`src/ecc_map.svh`:
```
// Notes on behaviour
// - uncorrectable load sets valid, load, data-read flags
// - sub-word write on bad unit adds write flag
// - bad fetch sets valid, fetch, instruction-read flags
// - bad line fill sets valid plus read flag
// - address captured only while valid flag clear
// - address type bit tells effective or physical
// - exception saves faulting pc; return reloads it
// - machine check only when enabled, core events only
// - status unit reports ram and flash separately
// - last event address, master, attribute, data kept
// - write one clears flag; 0x33 clears all
// - ram reports gated by their enable bits
// - injection inverts selected bit of next ram write
// - lanes all ones or zeros give checkbits 0xff
// - without save register, critical return reloads pc
// - single-bit errors corrected, optionally reported
`ifndef ECC_MAP_SVH
`define ECC_MAP_SVH
// ****************************************
// register byte offsets
// ****************************************
`define OFF_SYND     8'h00
`define OFF_MCADDR   8'h04
`define OFF_RETADDR  8'h08
`define OFF_CFG      8'h0c
`define OFF_STAT     8'h10
`define OFF_INJ      8'h14
`define OFF_RADDR    8'h18
`define OFF_RATTR    8'h1c
`define OFF_RDATL    8'h20
`define OFF_RDATH    8'h24
`define OFF_FADDR    8'h28
`define OFF_FATTR    8'h2c
`define OFF_FDATL    8'h30
`define OFF_FDATH    8'h34
// ****************************************
// syndrome fields
// ****************************************
`define SY_VALID     0
`define SY_ATYPE     1
`define SY_FETCH     2
`define SY_LOAD      3
`define SY_IRERR     4
`define SY_DRERR     5
`define SY_WRERR     6
`define SY_W1C_MASK  7'h7d
// ****************************************
// status and config fields
// ****************************************
`define ST_FLASH_NC  0
`define ST_RAM_NC    1
`define ST_FLASH_1B  4
`define ST_RAM_1B    5
`define ST_ALL_MASK  8'h33
`define INJ_EN_BIT   9
`define INJ_IDX_W    7
`define RST_CFG      8'h00
`define RST_STAT     8'h00
`define RST_INJ      16'h0000
`define RST_SYND     7'h00
`define ERASED_CHECK 8'hff
`endif

```
`src/ecc_pkg.sv`:
```
package ecc_pkg;
	typedef enum logic [2:0] {
		ERR_LOAD      = 3'b000,
		ERR_SUBWRITE  = 3'b001,
		ERR_FETCH     = 3'b010,
		ERR_FILL_DATA = 3'b011,
		ERR_FILL_INSN = 3'b100
	} core_err_kind_type;
endpackage : ecc_pkg

```
`src/ecc_capture_group.sv`:
```
`timescale 1ns/1ps
module ecc_capture_group (
	// clock, reset and enable
	input  wire logic        pclk,
	input  wire logic        presetn,
	input  wire logic        ce,
	// event
	input  wire logic        capture,
	input  wire logic [31:0] addr,
	input  wire logic [3:0]  master,
	input  wire logic [7:0]  attr,
	input  wire logic [63:0] data,
	// held values
	output logic      [31:0] addr_ff,
	output logic      [3:0]  master_ff,
	output logic      [7:0]  attr_ff,
	output logic      [63:0] data_ff
);
	// most recent event overwrites the previous one
	always_ff @(posedge pclk or negedge presetn) begin
		if (!presetn) begin
			addr_ff   <= 32'h0000_0000;
			master_ff <= 4'h0;
			attr_ff   <= 8'h00;
			data_ff   <= 64'h0000_0000_0000_0000;
		end else if (ce && capture) begin
			addr_ff   <= addr;
			master_ff <= master;
			attr_ff   <= attr;
			data_ff   <= data;
		end
	end
endmodule : ecc_capture_group

```
`src/ecc_error_report_capture.sv`:
```
`timescale 1ns/1ps
`include "ecc_map.svh"
module ecc_error_report_capture
	import ecc_pkg::*;
#(
	parameter bit HAS_MC_SAVE = 1'b1
) (
	// clock, reset, enable
	input  wire logic        pclk,
	input  wire logic        presetn,
	input  wire logic        ce,
	// apb slave
	input  wire logic        psel,
	input  wire logic        penable,
	input  wire logic        pwrite,
	input  wire logic [7:0]  paddr,
	input  wire logic [31:0] pwdata,
	output logic      [31:0] prdata,
	output logic             pready,
	output logic             pslverr,
	// core error events
	input  wire logic        core_err_valid,
	input  wire logic [2:0]  core_err_kind,
	input  wire logic [31:0] core_err_addr,
	input  wire logic        core_err_addr_eff,
	input  wire logic [31:0] core_err_pc,
	input  wire logic        machine_check_enable,
	input  wire logic        return_req,
	output logic             mc_req,
	output logic             return_pc_valid,
	output logic      [31:0] return_pc,
	// memory ecc events from any master
	input  wire logic        mem_evt_valid,
	input  wire logic        mem_evt_flash,
	input  wire logic        mem_evt_multi,
	input  wire logic [31:0] mem_evt_addr,
	input  wire logic [3:0]  mem_evt_master,
	input  wire logic [7:0]  mem_evt_attr,
	input  wire logic [63:0] mem_evt_data,
	output logic             ecc_irq,
	// ram write path
	input  wire logic        ram_wr_valid,
	input  wire logic [63:0] ram_wr_data,
	input  wire logic [7:0]  ram_wr_check,
	output logic             ram_wr_out_valid,
	output logic      [63:0] ram_wr_out_data,
	output logic      [7:0]  ram_wr_out_check,
	// flash programming path
	input  wire logic        flash_prog_valid,
	input  wire logic [63:0] flash_prog_data,
	output logic             flash_prog_out_valid,
	output logic      [7:0]  flash_prog_out_check
);
	// ****************************************
	// apb handshake, one wait state
	// ****************************************
	logic        pready_ff;
	logic        pslverr_ff;
	logic [31:0] prdata_ff;
	logic [31:0] nxt_prdata;
	logic        nxt_unmapped;
	logic        access;
	logic        commit;
	logic        wr_en;

	assign access = psel && penable;
	assign commit = access && pready_ff;
	assign wr_en  = commit && pwrite;

	function automatic logic hit(input logic [7:0] a, input logic [7:0] off);
		hit = (a == off);
	endfunction : hit

	// ****************************************
	// register state
	// ****************************************
	logic [6:0]  synd_ff;
	logic [31:0] mcaddr_ff;
	logic [31:0] retaddr_ff;
	logic [7:0]  cfg_ff;
	logic [7:0]  stat_ff;
	logic [15:0] inj_ff;
	logic        mc_req_ff;
	logic        return_pc_valid_ff;
	logic [31:0] return_pc_ff;
	logic        irq_ff;
	logic [31:0] raddr_q;
	logic [3:0]  rmaster_q;
	logic [7:0]  rattr_q;
	logic [63:0] rdata_q;
	logic [31:0] faddr_q;
	logic [3:0]  fmaster_q;
	logic [7:0]  fattr_q;
	logic [63:0] fdata_q;

	always_ff @(posedge pclk or negedge presetn) begin
		if (!presetn) begin
			pready_ff  <= 1'b0;
			pslverr_ff <= 1'b0;
			prdata_ff  <= 32'h0000_0000;
		end else if (ce) begin
			pready_ff  <= access && !pready_ff;
			pslverr_ff <= access && !pready_ff && nxt_unmapped;
			if (access && !pready_ff)
				prdata_ff <= pwrite ? 32'h0000_0000 : nxt_prdata;
		end
	end

	always_comb begin
		nxt_prdata   = 32'h0000_0000;
		nxt_unmapped = 1'b0;
		unique case (paddr)
			`OFF_SYND:    nxt_prdata = {25'h0, synd_ff};
			`OFF_MCADDR:  nxt_prdata = mcaddr_ff;
			`OFF_RETADDR: nxt_prdata = retaddr_ff;
			`OFF_CFG:     nxt_prdata = {24'h0, cfg_ff};
			`OFF_STAT:    nxt_prdata = {24'h0, stat_ff};
			`OFF_INJ:     nxt_prdata = {16'h0, inj_ff};
			`OFF_RADDR:   nxt_prdata = raddr_q;
			`OFF_RATTR:   nxt_prdata = {20'h0, rmaster_q, rattr_q};
			`OFF_RDATL:   nxt_prdata = rdata_q[31:0];
			`OFF_RDATH:   nxt_prdata = rdata_q[63:32];
			`OFF_FADDR:   nxt_prdata = faddr_q;
			`OFF_FATTR:   nxt_prdata = {20'h0, fmaster_q, fattr_q};
			`OFF_FDATL:   nxt_prdata = fdata_q[31:0];
			`OFF_FDATH:   nxt_prdata = fdata_q[63:32];
			default:      nxt_unmapped = 1'b1;
		endcase
	end

	// ****************************************
	// machine check syndrome and address
	// ****************************************
	core_err_kind_type kind;
	logic [6:0] synd_set;
	logic [6:0] synd_clr;
	logic       addr_capture;

	assign kind = core_err_kind_type'(core_err_kind);

	always_comb begin
		synd_set = 7'h00;
		if (core_err_valid) begin
			synd_set[`SY_VALID] = 1'b1;
			unique case (kind)
				ERR_LOAD: begin
					synd_set[`SY_LOAD]  = 1'b1;
					synd_set[`SY_DRERR] = 1'b1;
				end
				ERR_SUBWRITE: begin
					synd_set[`SY_LOAD]  = 1'b1;
					synd_set[`SY_DRERR] = 1'b1;
					synd_set[`SY_WRERR] = 1'b1;
				end
				ERR_FETCH: begin
					synd_set[`SY_FETCH] = 1'b1;
					synd_set[`SY_IRERR] = 1'b1;
				end
				ERR_FILL_DATA: synd_set[`SY_DRERR] = 1'b1;
				ERR_FILL_INSN: synd_set[`SY_IRERR] = 1'b1;
				default:       synd_set = 7'h00;
			endcase
		end
	end

	assign synd_clr     = (wr_en && hit(paddr, `OFF_SYND)) ? (pwdata[6:0] & `SY_W1C_MASK) : 7'h00;
	// once captured, the address is frozen until software frees it
	assign addr_capture = core_err_valid && !synd_ff[`SY_VALID];

	always_ff @(posedge pclk or negedge presetn) begin
		if (!presetn) begin
			synd_ff <= `RST_SYND;
		end else if (ce) begin
			synd_ff <= (synd_ff & ~synd_clr) | synd_set;
			if (addr_capture)
				synd_ff[`SY_ATYPE] <= core_err_addr_eff;
		end
	end

	always_ff @(posedge pclk or negedge presetn) begin
		if (!presetn)
			mcaddr_ff <= 32'h0000_0000;
		else if (ce && addr_capture)
			mcaddr_ff <= core_err_addr;
	end

	// ****************************************
	// exception request and return address
	// ****************************************
	// other masters never reach this path; they are seen only below
	logic take_mc;
	assign take_mc = core_err_valid && machine_check_enable;

	always_ff @(posedge pclk or negedge presetn) begin
		if (!presetn) begin
			mc_req_ff          <= 1'b0;
			retaddr_ff         <= 32'h0000_0000;
			return_pc_valid_ff <= 1'b0;
			return_pc_ff       <= 32'h0000_0000;
		end else if (ce) begin
			mc_req_ff          <= take_mc;
			return_pc_valid_ff <= return_req;
			if (take_mc)
				retaddr_ff <= core_err_pc;
			else if (wr_en && hit(paddr, `OFF_RETADDR))
				retaddr_ff <= pwdata;
			if (return_req)
				return_pc_ff <= retaddr_ff;
		end
	end

	// ****************************************
	// status unit: config, flags, interrupt
	// ****************************************
	logic [7:0] stat_set;
	logic [7:0] stat_clr;
	logic       ram_cap;
	logic       flash_cap;

	always_comb begin
		stat_set = 8'h00;
		if (mem_evt_valid) begin
			if (mem_evt_flash && mem_evt_multi)
				stat_set[`ST_FLASH_NC] = cfg_ff[`ST_FLASH_NC];
			if (mem_evt_flash && !mem_evt_multi)
				stat_set[`ST_FLASH_1B] = cfg_ff[`ST_FLASH_1B];
			if (!mem_evt_flash && mem_evt_multi)
				stat_set[`ST_RAM_NC] = cfg_ff[`ST_RAM_NC];
			if (!mem_evt_flash && !mem_evt_multi)
				stat_set[`ST_RAM_1B] = cfg_ff[`ST_RAM_1B];
		end
	end

	assign ram_cap   = stat_set[`ST_RAM_NC] || stat_set[`ST_RAM_1B];
	assign flash_cap = stat_set[`ST_FLASH_NC] || stat_set[`ST_FLASH_1B];
	assign stat_clr  = (wr_en && hit(paddr, `OFF_STAT)) ? (pwdata[7:0] & `ST_ALL_MASK) : 8'h00;

	always_ff @(posedge pclk or negedge presetn) begin
		if (!presetn) begin
			cfg_ff  <= `RST_CFG;
			stat_ff <= `RST_STAT;
			irq_ff  <= 1'b0;
		end else if (ce) begin
			if (wr_en && hit(paddr, `OFF_CFG))
				cfg_ff <= pwdata[7:0] & `ST_ALL_MASK;
			// a new event in the clearing cycle survives
			stat_ff <= (stat_ff & ~stat_clr) | stat_set;
			irq_ff  <= |((stat_ff & ~stat_clr) | stat_set);
		end
	end

	ecc_capture_group u_ram_grp (
		.pclk      (pclk),
		.presetn   (presetn),
		.ce        (ce),
		.capture   (ram_cap),
		.addr      (mem_evt_addr),
		.master    (mem_evt_master),
		.attr      (mem_evt_attr),
		.data      (mem_evt_data),
		.addr_ff   (raddr_q),
		.master_ff (rmaster_q),
		.attr_ff   (rattr_q),
		.data_ff   (rdata_q)
	);

	ecc_capture_group u_flash_grp (
		.pclk      (pclk),
		.presetn   (presetn),
		.ce        (ce),
		.capture   (flash_cap),
		.addr      (mem_evt_addr),
		.master    (mem_evt_master),
		.attr      (mem_evt_attr),
		.data      (mem_evt_data),
		.addr_ff   (faddr_q),
		.master_ff (fmaster_q),
		.attr_ff   (fattr_q),
		.data_ff   (fdata_q)
	);

	// ****************************************
	// ram error injection
	// ****************************************
	// one-shot: the enable drops after the write it corrupted
	logic [71:0] inj_word;
	logic [71:0] flip_mask;
	logic        inj_hit;
	logic        ram_wr_out_valid_ff;
	logic [63:0] ram_wr_out_data_ff;
	logic [7:0]  ram_wr_out_check_ff;

	assign inj_hit   = ram_wr_valid && inj_ff[`INJ_EN_BIT];
	assign flip_mask = (inj_hit && inj_ff[`INJ_IDX_W-1:0] < 7'd72) ?
		(72'h1 << inj_ff[`INJ_IDX_W-1:0]) : 72'h0;
	assign inj_word  = {ram_wr_check, ram_wr_data} ^ flip_mask;

	always_ff @(posedge pclk or negedge presetn) begin
		if (!presetn) begin
			inj_ff              <= `RST_INJ;
			ram_wr_out_valid_ff <= 1'b0;
			ram_wr_out_data_ff  <= 64'h0000_0000_0000_0000;
			ram_wr_out_check_ff <= 8'h00;
		end else if (ce) begin
			if (wr_en && hit(paddr, `OFF_INJ))
				inj_ff <= pwdata[15:0];
			else if (inj_hit)
				inj_ff[`INJ_EN_BIT] <= 1'b0;
			ram_wr_out_valid_ff <= ram_wr_valid;
			if (ram_wr_valid) begin
				ram_wr_out_data_ff  <= inj_word[63:0];
				ram_wr_out_check_ff <= inj_word[71:64];
			end
		end
	end

	// ****************************************
	// flash checkbit encoder
	// ****************************************
	logic [7:0] flash_check;
	logic       flash_prog_out_valid_ff;
	logic [7:0] flash_prog_out_check_ff;

	ecc_flash_checkbits u_fchk (
		.data  (flash_prog_data),
		.check (flash_check)
	);

	always_ff @(posedge pclk or negedge presetn) begin
		if (!presetn) begin
			flash_prog_out_valid_ff <= 1'b0;
			flash_prog_out_check_ff <= 8'h00;
		end else if (ce) begin
			flash_prog_out_valid_ff <= flash_prog_valid;
			if (flash_prog_valid)
				flash_prog_out_check_ff <= flash_check;
		end
	end

	// ****************************************
	// outputs
	// ****************************************
	assign prdata               = prdata_ff;
	assign pready               = pready_ff;
	assign pslverr              = pslverr_ff;
	assign mc_req               = mc_req_ff;
	assign return_pc_valid      = return_pc_valid_ff;
	assign return_pc            = return_pc_ff;
	assign ecc_irq              = irq_ff;
	assign ram_wr_out_valid     = ram_wr_out_valid_ff;
	assign ram_wr_out_data      = ram_wr_out_data_ff;
	assign ram_wr_out_check     = ram_wr_out_check_ff;
	assign flash_prog_out_valid = flash_prog_out_valid_ff;
	assign flash_prog_out_check = flash_prog_out_check_ff;
endmodule : ecc_error_report_capture

```
`src/ecc_flash_checkbits.sv`:
```
`timescale 1ns/1ps
module ecc_flash_checkbits (
	// data in
	input  wire logic [63:0] data,
	// checkbits out
	output logic      [7:0]  check
);
	// ****************************************
	// lane-symmetric parity
	// ****************************************
	// each mask has an even count of bits in every 16-bit lane,
	// so a lane of all ones adds nothing to any parity
	genvar i;
	generate
		for (i = 0; i < 8; i++) begin : g_bit
			localparam logic [15:0] LANE_MASK = 16'h0003 << i;
			assign check[i] = ~^(data & {4{LANE_MASK}});
		end
	endgenerate
endmodule : ecc_flash_checkbits

```
`config.mk`:
```
export PLATFORM = sky130hd
export DESIGN_NAME = ecc_error_report_capture
export DESIGN_NICKNAME = d
export VERILOG_FILES = /design/src/ecc_pkg.sv /design/src/ecc_capture_group.sv /design/src/ecc_error_report_capture.sv /design/src/ecc_flash_checkbits.sv
export VERILOG_INCLUDE_DIRS = /design/src
export SDC_FILE = /design/constraint.sdc
export NUM_CORES = 1
export LEC_CHECK = 0
export BUFFER_PORTS_ARGS = -buffer_cell sky130_fd_sc_hd__buf_2
export CORE_ASPECT_RATIO = 2
export CORE_UTILIZATION = 49
export CTS_CLUSTER_DIAMETER = 30
export DETAILED_ROUTE_END_ITERATION = 10
export PLACE_DENSITY = 0.77
export SLEW_MARGIN = 40
export SYNTH_ARGS = -nofsm -noshare
export SYNTH_HDL_FRONTEND = slang
export SYNTH_SLANG_ARGS = --single-unit
export TNS_END_PERCENT = 1
```
`constraint.sdc`:
```
create_clock -name pclk -period 2 [get_ports pclk]
set_input_delay 0.1 -clock pclk [delete_from_list [all_inputs] [get_ports pclk]]
set_output_delay 0.1 -clock pclk [all_outputs]
set_load 0.05 [all_outputs]
```
Yosys cells after proc, flatten, opt, wreduce, memory -nomap -nowiden
Cells that the tools add are included.
{ "classes": {"n_addsub": 0, "multipliers": 0, "div": 0, "magnitude_cmp": 1, "n_eq_ne": 17, "shift": 1, "n_mux": 24, "bitwise_logic": 7, "n_reduce_logical": 53} }
{ "op_table": {"columns": ["operator", "count"], "rows": [
  ["$reduce_xnor 64->1", 8],
  ["$pmux 32 s14", 1],
  ["$mux 32", 3],
  ["$mux 72", 1],
  ["$shl 1x7->72 const A", 1],
  ["$xor 72x72->72", 1],
  ["$eq 8x6->1 const B", 6],
  ["$eq 8x5->1 const B", 4],
  ["$logic_and 1x1->1", 21],
  ["$eq 8x4->1 const B", 2],
  ["$reduce_and 2->1", 8],
  ["$mux 1", 14],
  ["$mux 7", 2],
  ["$reduce_or 14->1", 1],
  ["$and 8x8->8", 1],
  ["$eq 8x3->1 const B", 1],
  ["$logic_not 8->1", 1],
  ["$not 6->8", 1],
  ["$or 8x6->8", 1],
  ["$reduce_or 8->1", 1],
  ["$and 7x7->7", 1],
  ["$lt 7x7->1 const B", 1],
  ["$not 7->7", 1],
  ["$or 7x7->7", 1],
  ["other kinds (12)", 20]
]} }
{ "word_totals": {"ff_bits": 466, "latch_bits": 0, "mem_bits_rw": 0, "mem_bits_ro": 0, "input_bits": 366, "out_inout_bits": 151, "word_cells": 130, "n_memories": 0} }

Depth between registers and ports, before layout
{ "logic_depth": {"ltp_word": 9, "mapped_depth": 9, "ltp_nobuf": 5} }

Modules after synthesis
Synthesis repeated with hierarchy kept, for this count alone.
{ "hier_totals": {"hier_cells": 1793, "area_unflattened_um2": 21667.0} }
{ "modules_own_cells": {"columns": ["mod", "n_inst", "cells_per_inst", "area_per_inst_um2", "seq_area_each_um2"], "rows": [
  ["ecc_error_report_capture", 1, 1302, 13212.7, 6155.9],
  ["ecc_capture_group", 2, 228, 4073.9, 2702.6],
  ["ecc_flash_checkbits", 1, 35, 306.5, 0.0]
]} }

Worst setup path before layout
No wires, ideal clock.
{ "synth_timing": {"path_type": "register to register", "startpoint": "register pready_ff (netlist: pready)", "endpoint": "register prdata_ff[10] (netlist: prdata[10])", "setup_time_ns": 0.083, "arrival_ns": 2.015, "t_required_ns": 1.917, "setup_slack_ns": -0.097, "path_stages_with_launch": 8, "path_buffers": 2, "period_less_slack_ns": 2.097, "path_cell_list": "dfrtp_1 -> nand4b_2 -> or4_4 -> buf_6 -> buf_6 -> a211oi_2 -> a21oi_1 -> o21ai_0"} }
{ "synth_between": {"elab_chain_cells": 3} }
{ "synth_rtl": {"columns": ["item", "line_no", "rtl"], "rows": [
  ["from (decl)", "ecc_error_report_capture.sv:57", "logic pready_ff;"],
  ["from (signal assigned)", "ecc_error_report_capture.sv:102", "pready_ff <= access && !pready_ff;"],
  ["$logic_not 1->1", "ecc_error_report_capture.sv:104", "if (access && !pready_ff)"],
  ["$logic_and 1x1->1", "ecc_error_report_capture.sv:104", null],
  ["$reduce_and 2->1 (no line)", null, null],
  ["to (signal assigned)", "ecc_error_report_capture.sv:105", "prdata_ff <= pwrite ? 32'h0000_0000 : nxt_prdata;"],
  ["to (decl)", "ecc_error_report_capture.sv:59", "logic [31:0] prdata_ff;"]
]} }
No other way between the ends.
A chain may end at the register's enable or synchronous reset.

Worst setup path in the final report
{ "layout_timing": {"startpoint": "register inj_ff[2]", "endpoint": "register ram_wr_out_data_ff[44] (netlist: ram_wr_out_data[44])"} }
{ "layout_between": {"elab_chain_cells": 4, "word_cells_on_any_way": 5, "cone_classes": "1 x order compare; 1 x shift; 1 x mux; 1 x bitwise; 1 x reduce/logical"} }
{ "layout_rtl": {"columns": ["item", "line_no", "rtl"], "rows": [
  ["from (decl)", "ecc_error_report_capture.sv:82", "logic [15:0] inj_ff;"],
  ["from (signal assigned)", "ecc_error_report_capture.sv:300", "inj_ff <= `RST_INJ;"],
  ["from (signal assigned)", "ecc_error_report_capture.sv:306", "inj_ff <= pwdata[15:0];"],
  ["$lt 7x7->1", "ecc_error_report_capture.sv:294", "assign flip_mask = (inj_hit && inj_ff[`INJ_IDX_W-1:0] < 7'd72) ?"],
  ["$logic_and 1x1->1", "ecc_error_report_capture.sv:294", null],
  ["$mux 72 *", "ecc_error_report_capture.sv:294", null],
  ["$xor 72x72->72 *", "ecc_error_report_capture.sv:296", "assign inj_word = {ram_wr_check, ram_wr_data} ^ flip_mask;"],
  ["to (signal assigned)", "ecc_error_report_capture.sv:311", "ram_wr_out_data_ff <= inj_word[63:0];"],
  ["to (decl)", "ecc_error_report_capture.sv:290", "logic [63:0] ram_wr_out_data_ff;"]
]} }
Mark *: on every way between the ends. The rest lies on a longest branch, timed or not.

==> impl_metrics.sql <==
INSERT INTO impl_metrics (metric_group, metric, value, unit) VALUES
('yosys', 'ys_ff_latch', '462', ''),
('flow_run', 'number_of_max_cap_violations', '0', ''),
('setup_path', 'timing.critical_path.arrival', '2.40', 'ns'),
('setup_path', 'reg2reg_depth', '6', ''),
('yosys', 'yosysMostFrequentCell', 'dfrtp_1', ''),
('outcome', 'run_status', 'finished, final reports clean', ''),
('global_route', 'gr-usage-met3', '7.46', '%'),
('yosys', 'yosys-top-cells-count', 'dfrtp_1, mux2_2, nand2_1, o21ai_0, xnor2_1', ''),
('clocking', 'cts-buffers-inserted', '55', ''),
('drt', 'avgViaCountPerCell', '5.88', ''),
('setup_path', 'r2r_start', 'inj_ff[2]', ''),
('die', 'die_h', '296', 'microns'),
('placed_design', 'gp_congestion', '0.934', ''),
('yosys', 'synth_mux_area_share', '19.4', '%'),
('final_layout', 'final-seq-area', '11600', 'sq um'),
('sta', 'worstMarginPinSlew', '0.730', 'ns'),
('power_and_ir_drop', 'power', '25.4', 'mW'),
('clocking', 'root_buffer', 'clkbuf_16', ''),
('die', 'core.rowCount', '107', ''),
('setup_path', 'startpoint_type', 'register', ''),
('global_route', 'gr-usage-met2', '68.8', '%'),
('yosys', 'fraction_of_the_yosys_area_taken_by_sequential_cells', '54.5', '%'),
('final_layout', 'area.growth.synth_to_final', '41.5', '%'),
('clocking', 'post-cts-setup-buffer-count', '0', ''),
('yosys', 'asyncSetResetFlopFracSynth', '100', '%'),
('drt', 'drt_pre_antenna_iters', '6', ''),
('drt', 'drt.antenna.violating_nets', '0', ''),
('yosys', 'synth_enable_flop_cells', '0', ''),
('sta', 'fin_crit', '1.95', 'ns'),
('global_route', 'global_route_usage_over_all_layers', '38.0', '%'),
('yosys', 'synth_largest_type_area_fraction', '54.5', '%'),
('yosys', 'yosys.area_share.xor_xnor', '4.42', '%'),
('final_layout', 'multi_input_area', '9180', 'sq um'),
('yosys', 'yosys_most_used_dff', 'dfrtp_1', ''),
('sta', 'setup_repair_after_global_routing_missed_its_margin', 'yes', ''),
('drt', 'drc', '0', ''),
('sta', 'final_hold_viol_count', '0', ''),
('power_and_ir_drop', 'cellLeakagePower', '14.6', 'nW'),
('yosys', 'post_synthesis_compound_gate_area_fraction', '10.5', '%'),
('placed_design', 'dpl.cell_count', '2794', ''),
('min_path', 'worst_hold_path_endpoint', 'pslverr', ''),
('drt', 'drt_wl_total', '83.4', 'mm'),
('setup_path', 'worst_setup_path_end_kind', 'register', ''),
('setup_path', 'r2r-end', 'ram_wr_out_data[44]', ''),
('die', 'fp.dieArea', '44200', 'sq um'),
('yosys', 'simple_gate_portion_of_the_synthesized_area', '8.54', '%'),
('clocking', 'clkLatencyLatePin', '0.60', 'ns'),
('final_layout', 'post_layout_cell_count', '3195', ''),
('yosys', 'synth_largest_area_cell', 'dfrtp_1', ''),
('min_path', 'worstHoldStart', 'psel', ''),
('drt', 'avgRoutedWirePerCell', '26.1', 'microns'),
('setup_path', 'series_of_cell_instances_along_the_critical_path', 'nor3b_1 -> buf_4 -> nand2_1 -> nor2_1 -> xnor2_1 -> o21ai_0', ''),
('global_route', 'grt_max_degree', '103', ''),
('final_layout', 'design.final.nets', '2969', ''),
('placed_design', 'place_ws', '-0.0766', 'ns'),
('global_route', 'number_of_antenna_violations_at_the_first_check_in_global_routing', '6', ''),
('setup_path', 'critPathMaxFanout', '10', ''),
('yosys', 'yosys-top-cells-area', 'dfrtp_1, mux2_2, nand2_1', ''),
('setup_path', 'worst_path_largest_cell_delay', '0.53', 'ns'),
('global_route', 'vias_in_the_first_global_route', '20500', ''),
('yosys', 'synth_cell_type_count', '72', ''),
('die', 'floorplan.core_area', '42600', 'sq um'),
('setup_path', 'crit_start', 'inj_ff[2]', ''),
('sta', 'layout_worst_path_cycle_share', '97.3', '%'),
('placed_design', 'place.detailed.hpwl', '57.0', 'mm'),
('sta', 'min_setup_slack_post_route', '0.0546', 'ns'),
('yosys', 'ys.warnings.count', '0', ''),
('drt', 'initialDrtViolationCount', '1243', ''),
('die', 'top_level_ports', '517', ''),
('global_route', 'grt-ovfl-total', '0', ''),
('global_route', 'grt_first_pass_wirelength', '122', 'mm');
==> cells by family after synthesis <==
| family | after synthesis |
|---|---|
| AO/OA/AOI/OAI | 334 |
| XOR/XNOR | 107 |
| buffers and inverters | 125 |
| flip-flops | 462 |
| multiplexers | 366 |
| AND/OR/NAND/NOR | 367 |
==> state kept, by name, indices dropped and copies added (netlist names), 32 cells and up <==
register,count
prdata,32
u_ram_grp.data_ff,64
u_flash_grp.data_ff,64
mcaddr_ff,32
ram_wr_out_data,64
return_pc,32
retaddr_ff,32
u_ram_grp.addr_ff,32
u_flash_grp.addr_ff,32
==> layer usage <==
metal  vias up  part of all wire [%]
met3       377                   7.2
met2      1107                    52
met1      9219                    31
met5         -                 0.043
li1       8064                     -
met4         6                   9.7
==> per-stage QoR <==
step                hold WS (ns)  area [sq um]
floorplan                 -0.196         21200
global placement         0.00997         25200
detailed placement        0.0130         25200
CTS                     0.000168         30000
global route              0.0382         30000
finish                    0.0306         30000
==> layout by cell type, fill, tap and decap left out, types with 52 or more instances in the layout <==
| cell | count |
|---|---|
| buf_2 | 487 |
| buf_4 | 89 |
| clkbuf_16 | 56 |
| dfrtp_1 | 462 |
| dlygate4sd3_1 | 296 |
| mux2_2 | 303 |
| mux2i_1 | 52 |
| nand2_1 | 192 |
| nor2_1 | 74 |
| o21ai_0 | 106 |
| xnor2_1 | 79 |
==> worst max path at each step <==
stage,endpoint,slack (ns)
2_1_floorplan,prdata[10],-0.1
3_5_place_dp,prdata[22],-0.08
6_report,ram_wr_out_data[44],0.05
5_1_grt,ram_wr_out_data[57],-0.03
3_3_place_gp,prdata[22],-0.03
4_1_cts,prdata[22],0.002
==> critical path, delay by kind of cell, from the launching register on <==
kind / cells / cell delay, ns
flip-flops: 1 / 0.53
XOR/XNOR: 1 / 0.25
AO/OA/AOI/OAI: 1 / 0.13
AND/OR/NAND/NOR: 3 / 0.76
buffers and inverters: 1 / 0.16
==> where the power goes <==
| part | switching (mW) | internal [mW] |
|---|---|---|
| registers | 0.625 | 10.1 |
| logic | 3.01 | 1.68 |
| clock network | 4.25 | 5.76 |
| total | 7.89 | 17.5 |
==> repair_timing <==
| item | in CTS | in global routing |
|---|---|---|
| endpoints found under the setup margin | 0 | 6 |
| hold endpoints to repair | 846 | 0 |
| hold buffers | 297 | 0 |
| resized for setup | 0 | 2 |
==> layout make-up <==
cell class	instances	area share, %
Sequential cell	462	38.5
Multi-Input combinational cell	1174	30.6
Timing Repair Buffer	905	22.4
Clock buffer	71	5.13
Tap cell	545	2.27
Clock inverter	29	0.938
Inverter	5	0.0626
Antenna cell	4	0.0334
Power figures use the tool's default switching activity.
